===== config.mk =====
export PLATFORM = sky130hd
export DESIGN_NAME = jflm_mapper
export DESIGN_NICKNAME = d
export VERILOG_FILES = /design/src/jflm_pkg.sv /design/src/jflm_mapper.sv
export VERILOG_INCLUDE_DIRS = /design/src
export SDC_FILE = /design/constraint.sdc
export NUM_CORES = 1
export LEC_CHECK = 0
export ABC_AREA = 0
export BUFFER_PORTS_ARGS = -buffer_cell sky130_fd_sc_hd__clkbuf_2
export CAP_MARGIN = 20
export CELL_PAD_IN_SITES_DETAIL_PLACEMENT = 1
export CELL_PAD_IN_SITES_GLOBAL_PLACEMENT = 2
export CORE_AREA = 2 2 327 232
export DETAILED_ROUTE_END_ITERATION = 6
export DIE_AREA = 0 0 329 234
export MAX_ROUTING_LAYER = met4
export PLACE_DENSITY_LB_ADDON = 0.1
export SYNTH_ARGS = -nofsm -noshare
export SYNTH_HDL_FRONTEND = slang
export SYNTH_SLANG_ARGS = --single-unit

===== constraint.sdc =====
create_clock -name pclk -period 13.1 [get_ports pclk]
set_input_delay 0.655 -clock pclk [delete_from_list [all_inputs] [get_ports pclk]]
set_output_delay 0.655 -clock pclk [all_outputs]
set_load 0.01 [all_outputs]

===== src/jflm_defs.svh =====
// Purpose: Offsets, field positions and reset values of the frame/lane mapper
// Assumes: APB with 32-bit data, one aligned word per register
// Notes: Definitions only
`ifndef JFLM_DEFS_SVH
`define JFLM_DEFS_SVH

// ****************************************
// Register offsets
// ****************************************
`define JFLM_OFS_CTRL 8'h00
`define JFLM_OFS_SCLK 8'h04
`define JFLM_OFS_STAT 8'h08
`define JFLM_OFS_FCNT 8'h0C

// ****************************************
// Field positions
// ****************************************
`define JFLM_CTRL_EN 0
`define JFLM_CTRL_FMT_LO 1
`define JFLM_CTRL_FMT_HI 3
`define JFLM_CTRL_DEC_LO 8
`define JFLM_CTRL_DEC_HI 15
`define JFLM_STAT_OK 0
`define JFLM_STAT_RUN 1
`define JFLM_STAT_SEL1_LO 2
`define JFLM_STAT_SEL1_HI 3
`define JFLM_STAT_SEL2 4
`define JFLM_STAT_SEL3 5
`define JFLM_STAT_PLL40 6
`define JFLM_STAT_MASK_LO 8
`define JFLM_STAT_MASK_HI 11
`define JFLM_STAT_OCT_LO 12
`define JFLM_STAT_OCT_HI 14

// ****************************************
// Reset values and limits
// ****************************************
`define JFLM_RST_FMT 3'h0
`define JFLM_RST_DEC 8'h08
`define JFLM_RST_SCLK 16'h0BB8
`define JFLM_MAX_LANE_MBPS 32'h000030D4
`define JFLM_PLL_LOW 32'h00000014
`define JFLM_PLL_HIGH 32'h00000028

`endif


===== src/jflm_pkg.sv =====
// Purpose: Types shared by the frame/lane mapper
// Assumes: Nothing beyond SystemVerilog packages
// Notes: Constants live in jflm_defs.svh
package jflm_pkg;

   typedef enum logic [2:0] {
      JFLM_FMT_4211 = 3'h0,
      JFLM_FMT_4222 = 3'h1,
      JFLM_FMT_2221 = 3'h2,
      JFLM_FMT_8821 = 3'h3,
      JFLM_FMT_4841 = 3'h4
   } jflm_fmt_type;

   // One frame of samples for one channel; real modes use b1i only
   typedef struct packed {
      logic [15:0] b1i;
      logic [15:0] b1q;
      logic [15:0] b2i;
      logic [15:0] b2q;
   } jflm_chan_type;

   typedef struct packed {
      logic fmt_ok;
      logic pll40;
      logic [1:0] sel_first;
      logic sel_second;
      logic sel_third;
      logic [3:0] lane_mask;
      logic [2:0] octets;
   } jflm_info_type;

   typedef enum logic [1:0] {
      JFLM_ST_IDLE = 2'b00,
      JFLM_ST_SEND = 2'b01
   } jflm_state_type;

endpackage : jflm_pkg


===== src/jflm_mapper.sv =====
// Purpose: Frame assembly and lane mapping for a two-channel serial link
// Assumes: One clock, APB register access, inputs synchronous to pclk
// Notes: Each lane emits one octet per clock, upper byte of a sample first
//
// The placing of the registers and register access over APB are this design's own decisions.
`timescale 1ns/1ns
`include "jflm_defs.svh"

module jflm_mapper #(
   parameter int MAX_LANE_MBPS = `JFLM_MAX_LANE_MBPS
) (
   input wire logic pclk,
   input wire logic presetn,
   input wire logic psel,
   input wire logic penable,
   input wire logic pwrite,
   input wire logic [7:0] paddr,
   input wire logic [31:0] pwdata,
   output logic [31:0] prdata,
   output logic pready,
   output logic pslverr,
   input wire logic sample_valid,
   output logic sample_ready,
   input wire jflm_pkg::jflm_chan_type chan_a_samples,
   input wire jflm_pkg::jflm_chan_type chan_b_samples,
   output logic [7:0] chan_a_lane_zero,
   output logic [7:0] chan_a_lane_one,
   output logic [7:0] chan_a_lane_two,
   output logic [7:0] chan_a_lane_three,
   output logic [7:0] chan_b_lane_zero,
   output logic [7:0] chan_b_lane_one,
   output logic [7:0] chan_b_lane_two,
   output logic [7:0] chan_b_lane_three,
   output logic [7:0] lane_active,
   output logic octet_valid,
   output logic frame_start,
   output logic [1:0] link_format_sel_first,
   output logic link_format_sel_second,
   output logic link_format_sel_third,
   output logic pll_mult_40x
);

   // ****************************************
   // Decoders
   // ****************************************
   function automatic jflm_pkg::jflm_info_type fmt_info(input jflm_pkg::jflm_fmt_type fmt);
      jflm_pkg::jflm_info_type r;
      r = '0;
      r.fmt_ok = 1'b1;
      unique case (fmt)
         jflm_pkg::JFLM_FMT_4211: begin
            r.sel_first = 2'h1;
            r.sel_second = 1'b1;
            r.lane_mask = 4'h3;
            r.octets = 3'h1;
         end
         jflm_pkg::JFLM_FMT_4222: begin
            r.sel_first = 2'h1;
            r.lane_mask = 4'h3;
            r.octets = 3'h2;
         end
         jflm_pkg::JFLM_FMT_2221: begin
            r.pll40 = 1'b1;
            r.sel_third = 1'b1;
            r.lane_mask = 4'h2;
            r.octets = 3'h2;
         end
         jflm_pkg::JFLM_FMT_8821: begin
            r.sel_first = 2'h1;
            r.lane_mask = 4'hF;
            r.octets = 3'h2;
         end
         jflm_pkg::JFLM_FMT_4841: begin
            r.pll40 = 1'b1;
            r.sel_first = 2'h2;
            r.lane_mask = 4'h6;
            r.octets = 3'h4;
         end
         default: r.fmt_ok = 1'b0;
      endcase
      return r;
   endfunction : fmt_info

   function automatic logic dec_ok(input jflm_pkg::jflm_fmt_type fmt, input logic [7:0] dec);
      logic base;
      logic wide;
      base = (dec == 8'h08) || (dec == 8'h09) || (dec == 8'h0A) || (dec == 8'h0C) ||
             (dec == 8'h10) || (dec == 8'h12) || (dec == 8'h14);
      wide = (dec == 8'h18) || (dec == 8'h20);
      // Only the 40x-PLL formats (2221, 4841) accept the top decimations 0x18 and 0x20
      if ((fmt == jflm_pkg::JFLM_FMT_2221) || (fmt == jflm_pkg::JFLM_FMT_4841)) begin
         return base || wide;
      end
      return base;
   endfunction : dec_ok

   function automatic logic [3:0][31:0] map_chan(input jflm_pkg::jflm_fmt_type fmt,
                                                 input jflm_pkg::jflm_chan_type s);
      logic [3:0][31:0] w;
      w = '0;
      unique case (fmt)
         jflm_pkg::JFLM_FMT_4211: begin
            w[0] = {s.b1i[15:8], 24'h000000};
            w[1] = {s.b1i[7:0], 24'h000000};
         end
         jflm_pkg::JFLM_FMT_4222: begin
            w[0] = {s.b1i, 16'h0000};
            w[1] = {s.b1q, 16'h0000};
         end
         jflm_pkg::JFLM_FMT_2221: w[1] = {s.b1i, 16'h0000};
         jflm_pkg::JFLM_FMT_8821: begin
            w[0] = {s.b1i, 16'h0000};
            w[1] = {s.b1q, 16'h0000};
            w[2] = {s.b2i, 16'h0000};
            w[3] = {s.b2q, 16'h0000};
         end
         jflm_pkg::JFLM_FMT_4841: begin
            w[1] = {s.b1i, s.b1q};
            w[2] = {s.b2i, s.b2q};
         end
         default: w = '0;
      endcase
      return w;
   endfunction : map_chan

   // ****************************************
   // Registers
   // ****************************************
   logic en_ff;
   jflm_pkg::jflm_fmt_type fmt_ff;
   logic [7:0] dec_ff;
   logic [15:0] sclk_ff;
   logic [31:0] fcnt_ff;
   logic [31:0] prdata_ff;
   logic pready_ff;
   logic pslverr_ff;
   logic cfg_ok_ff;
   jflm_pkg::jflm_info_type info_ff;
   jflm_pkg::jflm_state_type state_ff;
   jflm_pkg::jflm_state_type nxt_state;
   logic [2:0] cnt_ff;
   logic [2:0] nxt_cnt;
   logic ready_ff;
   logic valid_ff;
   logic start_ff;
   logic [1:0][3:0][31:0] shreg_ff;
   jflm_pkg::jflm_info_type cur_info;
   logic nxt_cfg_ok;
   logic mapped;
   logic take;
   logic last;
   logic [31:0] rate_lhs;
   logic [31:0] rate_rhs;
   logic [31:0] stat_word;

   assign cur_info = fmt_info(fmt_ff);
   assign rate_lhs = 32'(sclk_ff) * (cur_info.pll40 ? `JFLM_PLL_HIGH : `JFLM_PLL_LOW);
   assign rate_rhs = 32'(MAX_LANE_MBPS) * 32'(dec_ff);
   // Cross-multiplied so no divider is needed
   assign nxt_cfg_ok = en_ff && cur_info.fmt_ok && dec_ok(fmt_ff, dec_ff) &&
                       (rate_lhs <= rate_rhs);
   assign mapped = (paddr == `JFLM_OFS_CTRL) || (paddr == `JFLM_OFS_SCLK) ||
                   (paddr == `JFLM_OFS_STAT) || (paddr == `JFLM_OFS_FCNT);

   always_comb begin
      stat_word = '0;
      stat_word[`JFLM_STAT_OK] = cfg_ok_ff;
      stat_word[`JFLM_STAT_RUN] = (state_ff == jflm_pkg::JFLM_ST_SEND);
      stat_word[`JFLM_STAT_SEL1_HI:`JFLM_STAT_SEL1_LO] = info_ff.sel_first;
      stat_word[`JFLM_STAT_SEL2] = info_ff.sel_second;
      stat_word[`JFLM_STAT_SEL3] = info_ff.sel_third;
      stat_word[`JFLM_STAT_PLL40] = info_ff.pll40;
      stat_word[`JFLM_STAT_MASK_HI:`JFLM_STAT_MASK_LO] = info_ff.lane_mask;
      stat_word[`JFLM_STAT_OCT_HI:`JFLM_STAT_OCT_LO] = info_ff.octets;
   end

   // ****************************************
   // APB slave
   // ****************************************
   // One wait-free access phase: answer is ready in the first access cycle
   always_ff @(posedge pclk or negedge presetn) begin
      if (!presetn) begin
         pready_ff <= 1'b0;
         pslverr_ff <= 1'b0;
         prdata_ff <= '0;
      end else begin
         pready_ff <= psel && !penable;
         pslverr_ff <= psel && !penable && !mapped;
         if (psel && !penable && !pwrite) begin
            unique case (paddr)
               `JFLM_OFS_CTRL: prdata_ff <= {16'h0000, dec_ff, 4'h0, fmt_ff, en_ff};
               `JFLM_OFS_SCLK: prdata_ff <= {16'h0000, sclk_ff};
               `JFLM_OFS_STAT: prdata_ff <= stat_word;
               `JFLM_OFS_FCNT: prdata_ff <= fcnt_ff;
               default: prdata_ff <= '0;
            endcase
         end
      end
   end

   always_ff @(posedge pclk or negedge presetn) begin
      if (!presetn) begin
         en_ff <= 1'b0;
         fmt_ff <= jflm_pkg::jflm_fmt_type'(`JFLM_RST_FMT);
         dec_ff <= `JFLM_RST_DEC;
         sclk_ff <= `JFLM_RST_SCLK;
      end else if (psel && penable && pready_ff && pwrite) begin
         if (paddr == `JFLM_OFS_CTRL) begin
            en_ff <= pwdata[`JFLM_CTRL_EN];
            fmt_ff <= jflm_pkg::jflm_fmt_type'(pwdata[`JFLM_CTRL_FMT_HI:`JFLM_CTRL_FMT_LO]);
            dec_ff <= pwdata[`JFLM_CTRL_DEC_HI:`JFLM_CTRL_DEC_LO];
         end
         if (paddr == `JFLM_OFS_SCLK) begin
            sclk_ff <= pwdata[15:0];
         end
      end
   end

   // ****************************************
   // Link configuration
   // ****************************************
   // Codes only change while the framer is idle; back-to-back frames after a CTRL write map lanes by the new fmt_ff under the old codes
   always_ff @(posedge pclk or negedge presetn) begin
      if (!presetn) begin
         cfg_ok_ff <= 1'b0;
         info_ff <= '0;
      end else begin
         cfg_ok_ff <= nxt_cfg_ok;
         if (state_ff == jflm_pkg::JFLM_ST_IDLE) begin
            info_ff <= nxt_cfg_ok ? cur_info : '0;
         end
      end
   end

   // ****************************************
   // Framer
   // ****************************************
   assign take = sample_valid && ready_ff;
   assign last = (cnt_ff == info_ff.octets - 3'h1);

   always_comb begin
      nxt_state = state_ff;
      nxt_cnt = cnt_ff;
      if (take) begin
         nxt_state = jflm_pkg::JFLM_ST_SEND;
         nxt_cnt = 3'h0;
      end else begin
         unique case (state_ff)
            jflm_pkg::JFLM_ST_IDLE: nxt_cnt = 3'h0;
            jflm_pkg::JFLM_ST_SEND: begin
               if (last) begin
                  nxt_state = jflm_pkg::JFLM_ST_IDLE;
                  nxt_cnt = 3'h0;
               end else begin
                  nxt_cnt = cnt_ff + 3'h1;
               end
            end
         endcase
      end
   end

   always_ff @(posedge pclk or negedge presetn) begin
      if (!presetn) begin
         state_ff <= jflm_pkg::JFLM_ST_IDLE;
         cnt_ff <= 3'h0;
         ready_ff <= 1'b0;
         valid_ff <= 1'b0;
         start_ff <= 1'b0;
         fcnt_ff <= '0;
      end else begin
         state_ff <= nxt_state;
         cnt_ff <= nxt_cnt;
         // Ready only when the next frame can follow the last octet directly
         // Any register write may change the layout, so hold off one cycle
         ready_ff <= cfg_ok_ff && nxt_cfg_ok && (info_ff.octets != 3'h0) &&
                     !(psel && penable && pready_ff && pwrite) &&
                     ((nxt_state == jflm_pkg::JFLM_ST_IDLE) ||
                      (nxt_cnt == info_ff.octets - 3'h1));
         valid_ff <= take || ((state_ff == jflm_pkg::JFLM_ST_SEND) && !last);
         start_ff <= take;
         if (take) begin
            fcnt_ff <= fcnt_ff + 32'h00000001;
         end
      end
   end

   for (genvar ch = 0; ch < 2; ch++) begin : g_chan
      always_ff @(posedge pclk or negedge presetn) begin
         if (!presetn) begin
            shreg_ff[ch] <= '0;
         end else if (take) begin
            shreg_ff[ch] <= map_chan(fmt_ff, (ch == 0) ? chan_a_samples : chan_b_samples);
         end else if ((state_ff == jflm_pkg::JFLM_ST_SEND) && !last) begin
            for (int ln = 0; ln < 4; ln++) begin
               shreg_ff[ch][ln] <= {shreg_ff[ch][ln][23:0], 8'h00};
            end
         end else if (state_ff == jflm_pkg::JFLM_ST_SEND) begin
            shreg_ff[ch] <= '0;
         end
      end
   end

   // ****************************************
   // Outputs
   // ****************************************
   assign prdata = prdata_ff;
   assign pready = pready_ff;
   assign pslverr = pslverr_ff;
   assign sample_ready = ready_ff;
   assign chan_a_lane_zero = shreg_ff[0][0][31:24];
   assign chan_a_lane_one = shreg_ff[0][1][31:24];
   assign chan_a_lane_two = shreg_ff[0][2][31:24];
   assign chan_a_lane_three = shreg_ff[0][3][31:24];
   assign chan_b_lane_zero = shreg_ff[1][0][31:24];
   assign chan_b_lane_one = shreg_ff[1][1][31:24];
   assign chan_b_lane_two = shreg_ff[1][2][31:24];
   assign chan_b_lane_three = shreg_ff[1][3][31:24];
   assign lane_active = {info_ff.lane_mask, info_ff.lane_mask};
   assign octet_valid = valid_ff;
   assign frame_start = start_ff;
   assign link_format_sel_first = info_ff.sel_first;
   assign link_format_sel_second = info_ff.sel_second;
   assign link_format_sel_third = info_ff.sel_third;
   assign pll_mult_40x = info_ff.pll40;

endmodule : jflm_mapper


==> flow_metrics.env, run 1 <==
export IMPL_status="complete, but fails checks"
export IMPL_violations="DRC"
export IMPL_stdcell_count=2845
export IMPL_setup_viol=0
export IMPL_hold_slack_ns=0.1089
export IMPL_htree_levels=2
export IMPL_wl_per_cell_microns=21.24
export IMPL_drtPass1Iterations=7
export IMPL_post_synth_top_count_cell="dfrtp_1"
export IMPL_max_freq_mhz=137.6
export IMPL_hold_viol=0
export IMPL_layout_nets=2161
export IMPL_worst_setup_path_type="register to register"
export IMPL_synth_edf_count=0
export IMPL_drive_gt1_share_pct=23.21
export IMPL_final_setup_skew_ns=0.01386
export IMPL_ys_seq_elements=306
export IMPL_cts_tree="built"
export IMPL_fillers=8358
export IMPL_vias_per_cell=4.779
export IMPL_ys_top_cells_by_count="dfrtp_1, inv_1, ha_1"
export IMPL_cts_clk_slew_worst_paths_ns=0.06
export IMPL_end_kind="register"
export IMPL_startpoint_type="register"
export IMPL_dieWidth_microns=329
export IMPL_yosysTopAreaCellShare_pct=42.37
export IMPL_async_reset_ff_share_pct=100.0
export IMPL_track_usage_pct=16.10
export IMPL_design_area_sq_um=20720
export IMPL_critPathMaxStageDelay_ns=0.55
export IMPL_postRouteAntennaNets=0
export IMPL_grt_pass1_wl_microns=92320
export IMPL_drtIter0Drc=1071
export IMPL_multiInputGateArea_sq_um=8401
export IMPL_maxSlewHeadroom_pct=25.14
export IMPL_yosysUniqueCellTypes=68
export IMPL_ys_warn_count=0
export IMPL_dpl_hpwl_microns=43640
export IMPL_drc=6
export IMPL_placementRows=84
export IMPL_yosysTopAreaCell="dfrtp_1"
export IMPL_setup_tns_ns=0
export IMPL_area_growth_pct=17.73
export IMPL_syn_area_per_cell_sq_um=10.56
export IMPL_post_place_cells=2772
export IMPL_cts_resized=0
export IMPL_worst_pin_slew_ns=1.123
export IMPL_cp_arrival_ns=7.71
export IMPL_synth_area_sq_um=17600
export IMPL_die_area_sq_um=76990
export IMPL_cpMaxStageDelayCell="a21o_1"
export IMPL_ys_seq_area_share_pct=43.57
export IMPL_port_buffer_count=271
export IMPL_worstSkewPairLatency_ns=0.57
export IMPL_cts_root_buf="clkbuf_16"
export IMPL_crit_fanout=20
export IMPL_worst_ep_required_time_ns=13.55
export IMPL_clkSinkCount=306
export IMPL_num_vias=13600
export IMPL_placed_area_sq_um=19440
export IMPL_vdd_drop_max_mv=0.07130
export IMPL_cts_hold_buf=0
export IMPL_totalWireLength_microns=60440
export IMPL_start_util_pct=23.75
export IMPL_grt_max_degree=193
export IMPL_cts_buffer_depth=3
export IMPL_drv_cap=0
export IMPL_grt_pass1_vias=14310
export IMPL_powerDensity_nw_per_um2=101.2
export IMPL_cts_made_buffers=38
export IMPL_post_cts_buffers=0
export IMPL_overflow=0
export IMPL_fin_crit_sh_pct=55.47
export IMPL_core_sq_um=74100
export IMPL_register_area_sq_um=7669
export IMPL_min_path_type="primary input to asynchronous set/reset pin"
export IMPL_ios=288
export IMPL_total_power_mw=2.096
export IMPL_ys_flop_type="dfrtp_1"
export IMPL_finalCriticalPeriod_ns=7.266
export IMPL_antenna_found_initial=3
export IMPL_p_leak_nw=11.07
export IMPL_synthCells=1666
export IMPL_synthTopCellsByArea="dfrtp_1, ha_1, a222oi_1"
export IMPL_die_h_microns=234
export IMPL_place_gp_congestion=0.7744
export IMPL_slew_violations=0
export IMPL_rsz0062_at_grt="no"
## layer usage
metal / GRT usage, % / part of all wire [%] / vias up
met2: 23.67 / 45 / 269
met5: - / 0 / -
met1: 22.92 / 49 / 6973
met3: 2.597 / 4.2 / 65
li1: - / - / 6290
met4: 3.981 / 1.9 / 0
## stage by stage
stage	setup WS (ns)	utilization, %
after detailed placement	5.737	26.24
after global placement	5.797	26.24
final	5.834	27.96
after global routing	5.102	27.96
after floorplan	7.335	-
after CTS	5.667	27.90
## cell type report
cell class | instances | area share (%)
antenna | 3 | 0.03624
clock buffer | 57 | 5.423
clock inverter | 11 | 0.5133
inverter | 168 | 3.044
multi-input combinational | 1023 | 40.55
sequential | 306 | 37.02
tap | 989 | 5.973
timing repair buffer | 288 | 7.447
## power breakdown
part / switching (mW) / internal [mW]
logic: 0.0544 / 0.0296
registers: 0.00105 / 0.946
clock network: 0.449 / 0.616
total: 0.505 / 1.59
## kinds of logic after synthesis
group                      Yosys count  share of synthesized area, %
AOI/OAI and AO/OA                  402                         18.37
buffers and inverters              339                         9.079
and+or+nand+nor                    333                         9.079
DFF                                306                         43.57
adders and majority gates          162                         12.67
xor gates and xnor gates            62                         3.128
muxes                               61                         4.081
other                                1                       0.02131
## final timing paths
kind | start | endpoint | slack [ns] | cells after the start
hold / removal | presetn | prdata[30] | 0.11 | 1
hold reg to reg | fcnt_ff[31] | fcnt_ff[31] | 0.48 | 1
setup / recovery | fmt_ff[2] | link_format_sel_third | 5.83 | 25
max in group asynchronous | presetn | shreg_ff[36] | 10.68 | 3
min in group pclk | penable | pready | 0.27 | 2
setup reg to reg | fmt_ff[2] | link_format_sel_third | 5.83 | 25
## sequential cells by signal (all words and copies together) (netlist names), 4 cells and up
signal	cells
dec_ff	8
chan_b_lane_two	8
chan_a_lane_one	8
chan_a_lane_three	8
chan_b_lane_zero	8
sclk_ff	16
fcnt_ff	32
chan_a_lane_two	8
chan_b_lane_one	8
shreg_ff	128
chan_b_lane_three	8
chan_a_lane_zero	8
prdata	32
lane_active	4
## critical path: cells and delay by family, from the launching register on
kind | cells | cell delay, ns
AOI/OAI and AO/OA | 8 | 2.93
adders and majority gates | 5 | 1.77
and+or+nand+nor | 7 | 1.13
buffers and inverters | 4 | 0.65
DFF | 1 | 0.46
xor gates and xnor gates | 1 | 0.17
## layout by cell type (no fill, tap or decap), drive strengths merged, types with 48 or more instances in the layout
cell type and n:
o21ai 54, a222oi 102, nand2 99, dfrtp 298
nor2 102, a21oi 48, clkbuf 327, a22o 85
inv 170, ha 135
(Power assumes the default switching activity.)
==> run 2: changes to the inputs <==
==> constraint.sdc (replaced) <==
create_clock -name pclk -period 6 [get_ports pclk]
set_input_delay 0.3 -clock pclk [delete_from_list [all_inputs] [get_ports pclk]]
set_output_delay 0.3 -clock pclk [all_outputs]
set_load 0.01 [all_outputs]
==> run 2 against run 1 <==
Net effect: the run now ends clean; flip-flop and latch count is the same; worst setup slack lost 5.6 ns; sequential share of layout area shrank 3.3 points; clock power grew 110%; critical path depth grew 1; register-to-register slack lost 5.6 ns; via count grew 5.6%; utilization grew 2.8 points.
==> flow_metrics.env, run 2 (synthesis gave the netlist of run 1 again) <==
export IMPL_status="complete, no violations"
export IMPL_dieWidth_microns=329
export IMPL_max_freq_mhz=173.8
export IMPL_grt_pass1_wl_microns=95010
export IMPL_largest_reg_flops=128
export IMPL_crit_family="compound AO/OA/AOI/OAI gates"
export IMPL_die_area_sq_um=76990
export IMPL_total_power_mw=4.587
export IMPL_cp_arrival_ns=6.23
export IMPL_worstSkewPairLatency_ns=0.57
export IMPL_fin_crit_sh_pct=95.88
export IMPL_core_sq_um=74100
export IMPL_area_growth_pct=29.40
export IMPL_critPathMaxStageDelay_ns=0.52
export IMPL_dr_wl_met3_microns=2574
export IMPL_grt_pass1_vias=15200
export IMPL_clkSinkCount=306
export IMPL_startpoint_type="register"
export IMPL_multiInputGateArea_sq_um=8676
export IMPL_register_area_sq_um=7669
export IMPL_routed_top_layer="met4"
export IMPL_grt_max_degree=132
export IMPL_fillers=8321
export IMPL_die_h_microns=234
export IMPL_cts_clk_slew_worst_paths_ns=0.06
export IMPL_worst_setup_path_type="register to register"
export IMPL_post_route_util_pct=30.73
export IMPL_hold_start="chan_b_samples[50]"
export IMPL_drive_gt1_share_pct=25.55
export IMPL_slew_violations=0
export IMPL_regMostFlops="shreg_ff"
export IMPL_setup_viol=0
export IMPL_p_leak_nw=11.93
export IMPL_final_setup_skew_ns=0.02332
export IMPL_design_area_sq_um=22770
export IMPL_placed_area_sq_um=19850
export IMPL_finalCriticalPeriod_ns=5.753
export IMPL_crit_fanout=6
export IMPL_cts_root_buf="clkbuf_16"
export IMPL_num_vias=14370
export IMPL_drtPass1Iterations=7
export IMPL_overflow=0
export IMPL_mostFrequentLayoutCells="dfrtp_1, clkbuf_2, inv_1, dlygate4sd3_1, ha_1"
export IMPL_cts_tree="built"
export IMPL_layout_commonest_cell="dfrtp_1"
export IMPL_crit_buf_inv=5
export IMPL_drtIter0Drc=1113
export IMPL_vias_per_cell=4.733
export IMPL_powerDensity_nw_per_um2=201.5
export IMPL_htree_levels=2
export IMPL_antenna_found_initial=3
export IMPL_wl_met2_microns=28400
export IMPL_pre_cts_ws_ns=-0.07440
export IMPL_maxSlewHeadroom_pct=26.66
export IMPL_wl_met1_microns=30830
export IMPL_start_util_pct=23.75
export IMPL_end_kind="register"
export IMPL_drc=0
export IMPL_cpMaxStageDelayCell="fa_1"
export IMPL_cts_buffer_depth=3
export IMPL_worst_pin_slew_ns=1.100
export IMPL_postRouteAntennaNets=0
export IMPL_vdd_drop_max_mv=0.1880
export IMPL_port_buffer_count=271
export IMPL_setup_slack_ns=0.2473
export IMPL_min_path_type="primary input to register"
export IMPL_hold_slack_ns=0.03794
export IMPL_dpl_hpwl_microns=45830
export IMPL_track_usage_pct=16.55
export IMPL_totalWireLength_microns=62650
export IMPL_drv_cap=0
export IMPL_ios=288
export IMPL_r2r_start="fmt_ff[1]"
export IMPL_placementRows=84
export IMPL_place_gp_congestion=0.7616
export IMPL_wl_per_cell_microns=20.64
export IMPL_crit_path_start="fmt_ff[1]"
export IMPL_hold_viol=0
export IMPL_cts_made_buffers=37
export IMPL_worst_ep_required_time_ns=6.48
export IMPL_layout_nets=2352
-- run 2: worst reg2reg max path: cells and delay by family (launching register included) --
kind / cells / cell delay (ns)
XOR/XNOR: 1 / 0.08
flip-flops: 1 / 0.44
buffers and inverters: 5 / 0.56
AND/OR/NAND/NOR: 8 / 1.17
adder cells (fa/ha/maj): 5 / 1.70
AO/OA/AOI/OAI: 7 / 1.73
-- run 2: metrics by stage --
step	cells	TNS (ns)
global route	3032	-0.07238
finish	3035	0
global placement	2819	-0.03691
detailed placement	2821	-0.1947
CTS	3028	0
floorplan	1668	0
-- run 2: area by class of cell --
class                      count  area share (%)
clock buffer                  53           4.637
sequential                   306           33.68
clock inverter                13          0.5110
multi-input combinational   1023           38.10
antenna                        3         0.03297
inverter                     168           2.769
timing repair buffer         480           14.84
tap                          989           5.434
-- run 2: worst paths after layout --
| kind | end | slack, ns | depth (start not counted) |
|---|---|---|---|
| worst max-delay path | lane_active[0] | 0.25 | 26 |
| worst min-delay path | shreg_ff[146] | 0.04 | 2 |
| worst max register to register | lane_active[0] | 0.25 | 26 |
| worst min register to register | fcnt_ff[31] | 0.48 | 1 |
| max in group asynchronous | fmt_ff[1] | 4.20 | 3 |
| min in group asynchronous | prdata[31] | 0.30 | 2 |
-- run 2: report_power, final --
group | internal, mW | switching (mW)
combinational | 0.126 | 0.141
sequential | 2.07 | 0.00192
clock | 1.28 | 0.974
total | 3.47 | 1.12
-- run 2: repair_timing --
| item | in CTS | in global routing |
|---|---|---|
| setup buffers | 3 | 2 |
| setup endpoints to repair | 6 | 13 |
| pin swaps | 4 | 28 |
| gates cloned | 0 | 1 |
| endpoints found under the hold margin | 256 | 0 |
| hold buffers | 138 | 0 |
| resized for setup | 10 | 45 |
-- run 2: routing by layer --
metal / up-vias / global-route usage [%]
met5: - / -
met4: 0 / 3.154
met3: 53 / 2.478
met2: 248 / 25.00
met1: 7407 / 23.49
li1: 6657 / -
==> run 3: changes to the inputs <==
--- a/config.mk
+++ b/config.mk
@@ -16,6 +16,7 @@
 export DIE_AREA = 0 0 329 234
 export MAX_ROUTING_LAYER = met4
 export PLACE_DENSITY_LB_ADDON = 0.1
+export RECOVER_POWER = 25
 export SYNTH_ARGS = -nofsm -noshare
 export SYNTH_HDL_FRONTEND = slang
 export SYNTH_SLANG_ARGS = --single-unit
==> constraint.sdc (replaced) <==
create_clock -name pclk -period 5.8 [get_ports pclk]
set_input_delay 0.29 -clock pclk [delete_from_list [all_inputs] [get_ports pclk]]
set_output_delay 0.29 -clock pclk [all_outputs]
set_load 0.01 [all_outputs]
==> run 3 against run 2 <==
Net effect: the flow now finishes with violations (capacitance limit, slew limit); critical endpoint is now pll_mult_40x; highest routed layer unchanged; total power increased by 6.7%; worst setup slack got worse by 0.023 ns; wire length about the same; fmax increased by 3.2%; utilization increased by 0.40 points.
==> flow_metrics.env, run 3 (synthesis gave the netlist of run 1 again) <==
export IMPL_overflow=0
export IMPL_worst_pin_slew_ns=3.869
export IMPL_r2r_start="fmt_ff[1]"
export IMPL_drive_gt1_share_pct=21.80
export IMPL_core_sq_um=74100
export IMPL_hold_viol=0
export IMPL_placed_area_sq_um=19920
export IMPL_antenna_found_initial=2
export IMPL_clkSinkCount=306
export IMPL_area_growth_pct=31.09
export IMPL_htree_levels=2
export IMPL_violations="capacitance limit, slew limit"
export IMPL_drtPass1Iterations=6
export IMPL_worst_ep_required_time_ns=6.29
export IMPL_setup_viol=0
export IMPL_rrSetupSlack_ns=0.22
export IMPL_hold_start="pwdata[0]"
export IMPL_drc=0
export IMPL_die_area_sq_um=76990
export IMPL_slew_violations=102
export IMPL_placementRows=84
export IMPL_cp_arrival_ns=6.06
export IMPL_place_gp_congestion=0.7674
export IMPL_crit_fanout=6
export IMPL_cts_tree="built"
export IMPL_pre_cts_ws_ns=-0.2138
export IMPL_startpoint_type="register"
export IMPL_setup_slack_ns=0.2244
export IMPL_drtIter0Drc=1107
export IMPL_mostFrequentLayoutCells="dfrtp_1, clkbuf_2, inv_1, dlygate4sd3_1, ha_1"
export IMPL_num_vias=14370
export IMPL_largest_reg_flops=128
export IMPL_start_util_pct=23.75
export IMPL_cts_clk_slew_worst_paths_ns=0.06
export IMPL_p_leak_nw=11.69
export IMPL_cts_made_buffers=38
export IMPL_holdPathEnd="en_ff"
export IMPL_setup_tns_ns=0
export IMPL_track_usage_pct=16.48
export IMPL_min_path_type="primary input to register"
export IMPL_totalWireLength_microns=62610
export IMPL_grt_pass1_wl_microns=94630
export IMPL_design_area_sq_um=23070
export IMPL_r2r_cells=24
export IMPL_hold_slack_ns=0.04448
export IMPL_ios=288
export IMPL_layout_nets=2377
export IMPL_drv_cap=2
export IMPL_vdd_drop_max_mv=0.1558
export IMPL_postRouteAntennaNets=0
export IMPL_dpl_hpwl_microns=45840
export IMPL_worstSkewPairLatency_ns=0.57
export IMPL_final_setup_skew_ns=0.02276
export IMPL_powerDensity_nw_per_um2=212.2
export IMPL_grt_pass1_vias=15180
export IMPL_holdPathStages=2
export IMPL_regMostFlops="shreg_ff"
export IMPL_max_freq_mhz=179.4
export IMPL_port_buffer_count=271
export IMPL_fillers=8363
export IMPL_cts_buffer_depth=3
export IMPL_r2r_end="pll_mult_40x"
export IMPL_status="complete, but fails checks"
export IMPL_finalCriticalPeriod_ns=5.576
export IMPL_grt_max_degree=119
export IMPL_cts_root_buf="clkbuf_16"
export IMPL_die_h_microns=234
export IMPL_wl_per_cell_microns=20.45
export IMPL_dieWidth_microns=329
export IMPL_worst_setup_path_type="register to register"
export IMPL_vias_per_cell=4.693
export IMPL_maxSlewHeadroom_pct=-158.0
export IMPL_end_kind="register"
export IMPL_layout_commonest_cell="dfrtp_1"
export IMPL_fin_crit_sh_pct=96.13
==> run 3: cell types whose count changed in the layout (fill, tap and decap cells not counted), sizes merged <==
cell | before | now
inv | 172 | 170
clkinv | 8 | 6
buf | 71 | 87
bufinv | 1 | 2
clkinvlp | 0 | 1
clkbuf | 324 | 330
dlygate4sd3 | 138 | 144
==> run 3: cell type report <==
| class | instances | area, sq um | share of cell area [%] |
|---|---|---|---|
| diodes | 3 | 7.507 | 0.03254 |
| clock buffers | 57 | 1144 | 4.957 |
| clock inverters | 11 | 137.6 | 0.5966 |
| inverters | 168 | 630.6 | 2.733 |
| multi-input cells | 1023 | 8826 | 38.26 |
| flip-flops and latches | 306 | 7670 | 33.25 |
| well taps | 989 | 1237 | 5.364 |
| repair buffers | 504 | 3417 | 14.81 |
==> run 3: critical path, stage by stage (launching register included) <==
cell and delay, ns:
dfrtp_2 0.41, nand2b_4 0.16, a21o_4 0.23, and2_1 0.17
or2_2 0.28, ha_1 0.31, fa_1 0.53, ha_4 0.21
ha_4 0.25, a21oi_4 0.15, o211ai_1 0.16, o311a_4 0.36
o21ai_4 0.15, buf_6 0.13, o31ai_4 0.07, xor2_1 0.17
ha_1 0.31, nand3_2 0.09, nor2_2 0.13, nand3_1 0.09
buf_4 0.14, a221o_2 0.47, buf_12 0.18, buf_4 0.13
o31ai_2 0.19
==> run 3: what timing repair did <==
item	in CTS	in global routing
buffers inserted	3	5
endpoints found under the setup margin	12	13
gates resized for setup	14	61
gates cloned	0	1
pin swaps	9	30
endpoints found under the hold margin	243	0
hold buffers	144	0
==> run 3: power breakdown <==
| group | total [mW] | switching [mW] | internal (mW) | leakage, nW |
|---|---|---|---|---|
| sequential | 2.14 | 0.00178 | 2.14 | 4.24 |
| combinational | 0.281 | 0.146 | 0.135 | 6.82 |
| clock | 2.47 | 1.01 | 1.46 | 0.629 |
==> run 3: worst max path at each step <==
stage / from / endpoint / slack [ns]
finish: fmt_ff[1] / pll_mult_40x / 0.22
global route: dec_ff[2] / link_format_sel_third / -0.01
CTS: fmt_ff[2] / sample_ready / 0.003
detailed placement: fmt_ff[1] / sample_ready / -0.21
global placement: fmt_ff[1] / sample_ready / -0.16
floorplan: fmt_ff[2] / lane_active[2] / 0.03
==> run 3: per-layer routing <==
layer / global-route usage [%] / share of wire (%) / vias up
li1: - / - / 6740
met1: 23.35 / 49 / 7334
met2: 24.62 / 45 / 227
met3: 2.580 / 3.8 / 64
met4: 3.696 / 1.8 / 0
met5: - / 0 / -
==> run 3: through the flow <==
stage | util (%) | instances | power (mW)
global placement | 26.88 | 2835 | 2.377
CTS | 30.73 | 3051 | 5.001
finish | 31.13 | 3061 | 4.895
detailed placement | 26.89 | 2836 | 2.378
global route | 31.12 | 3058 | 5.111
floorplan | - | 1668 | 2.229
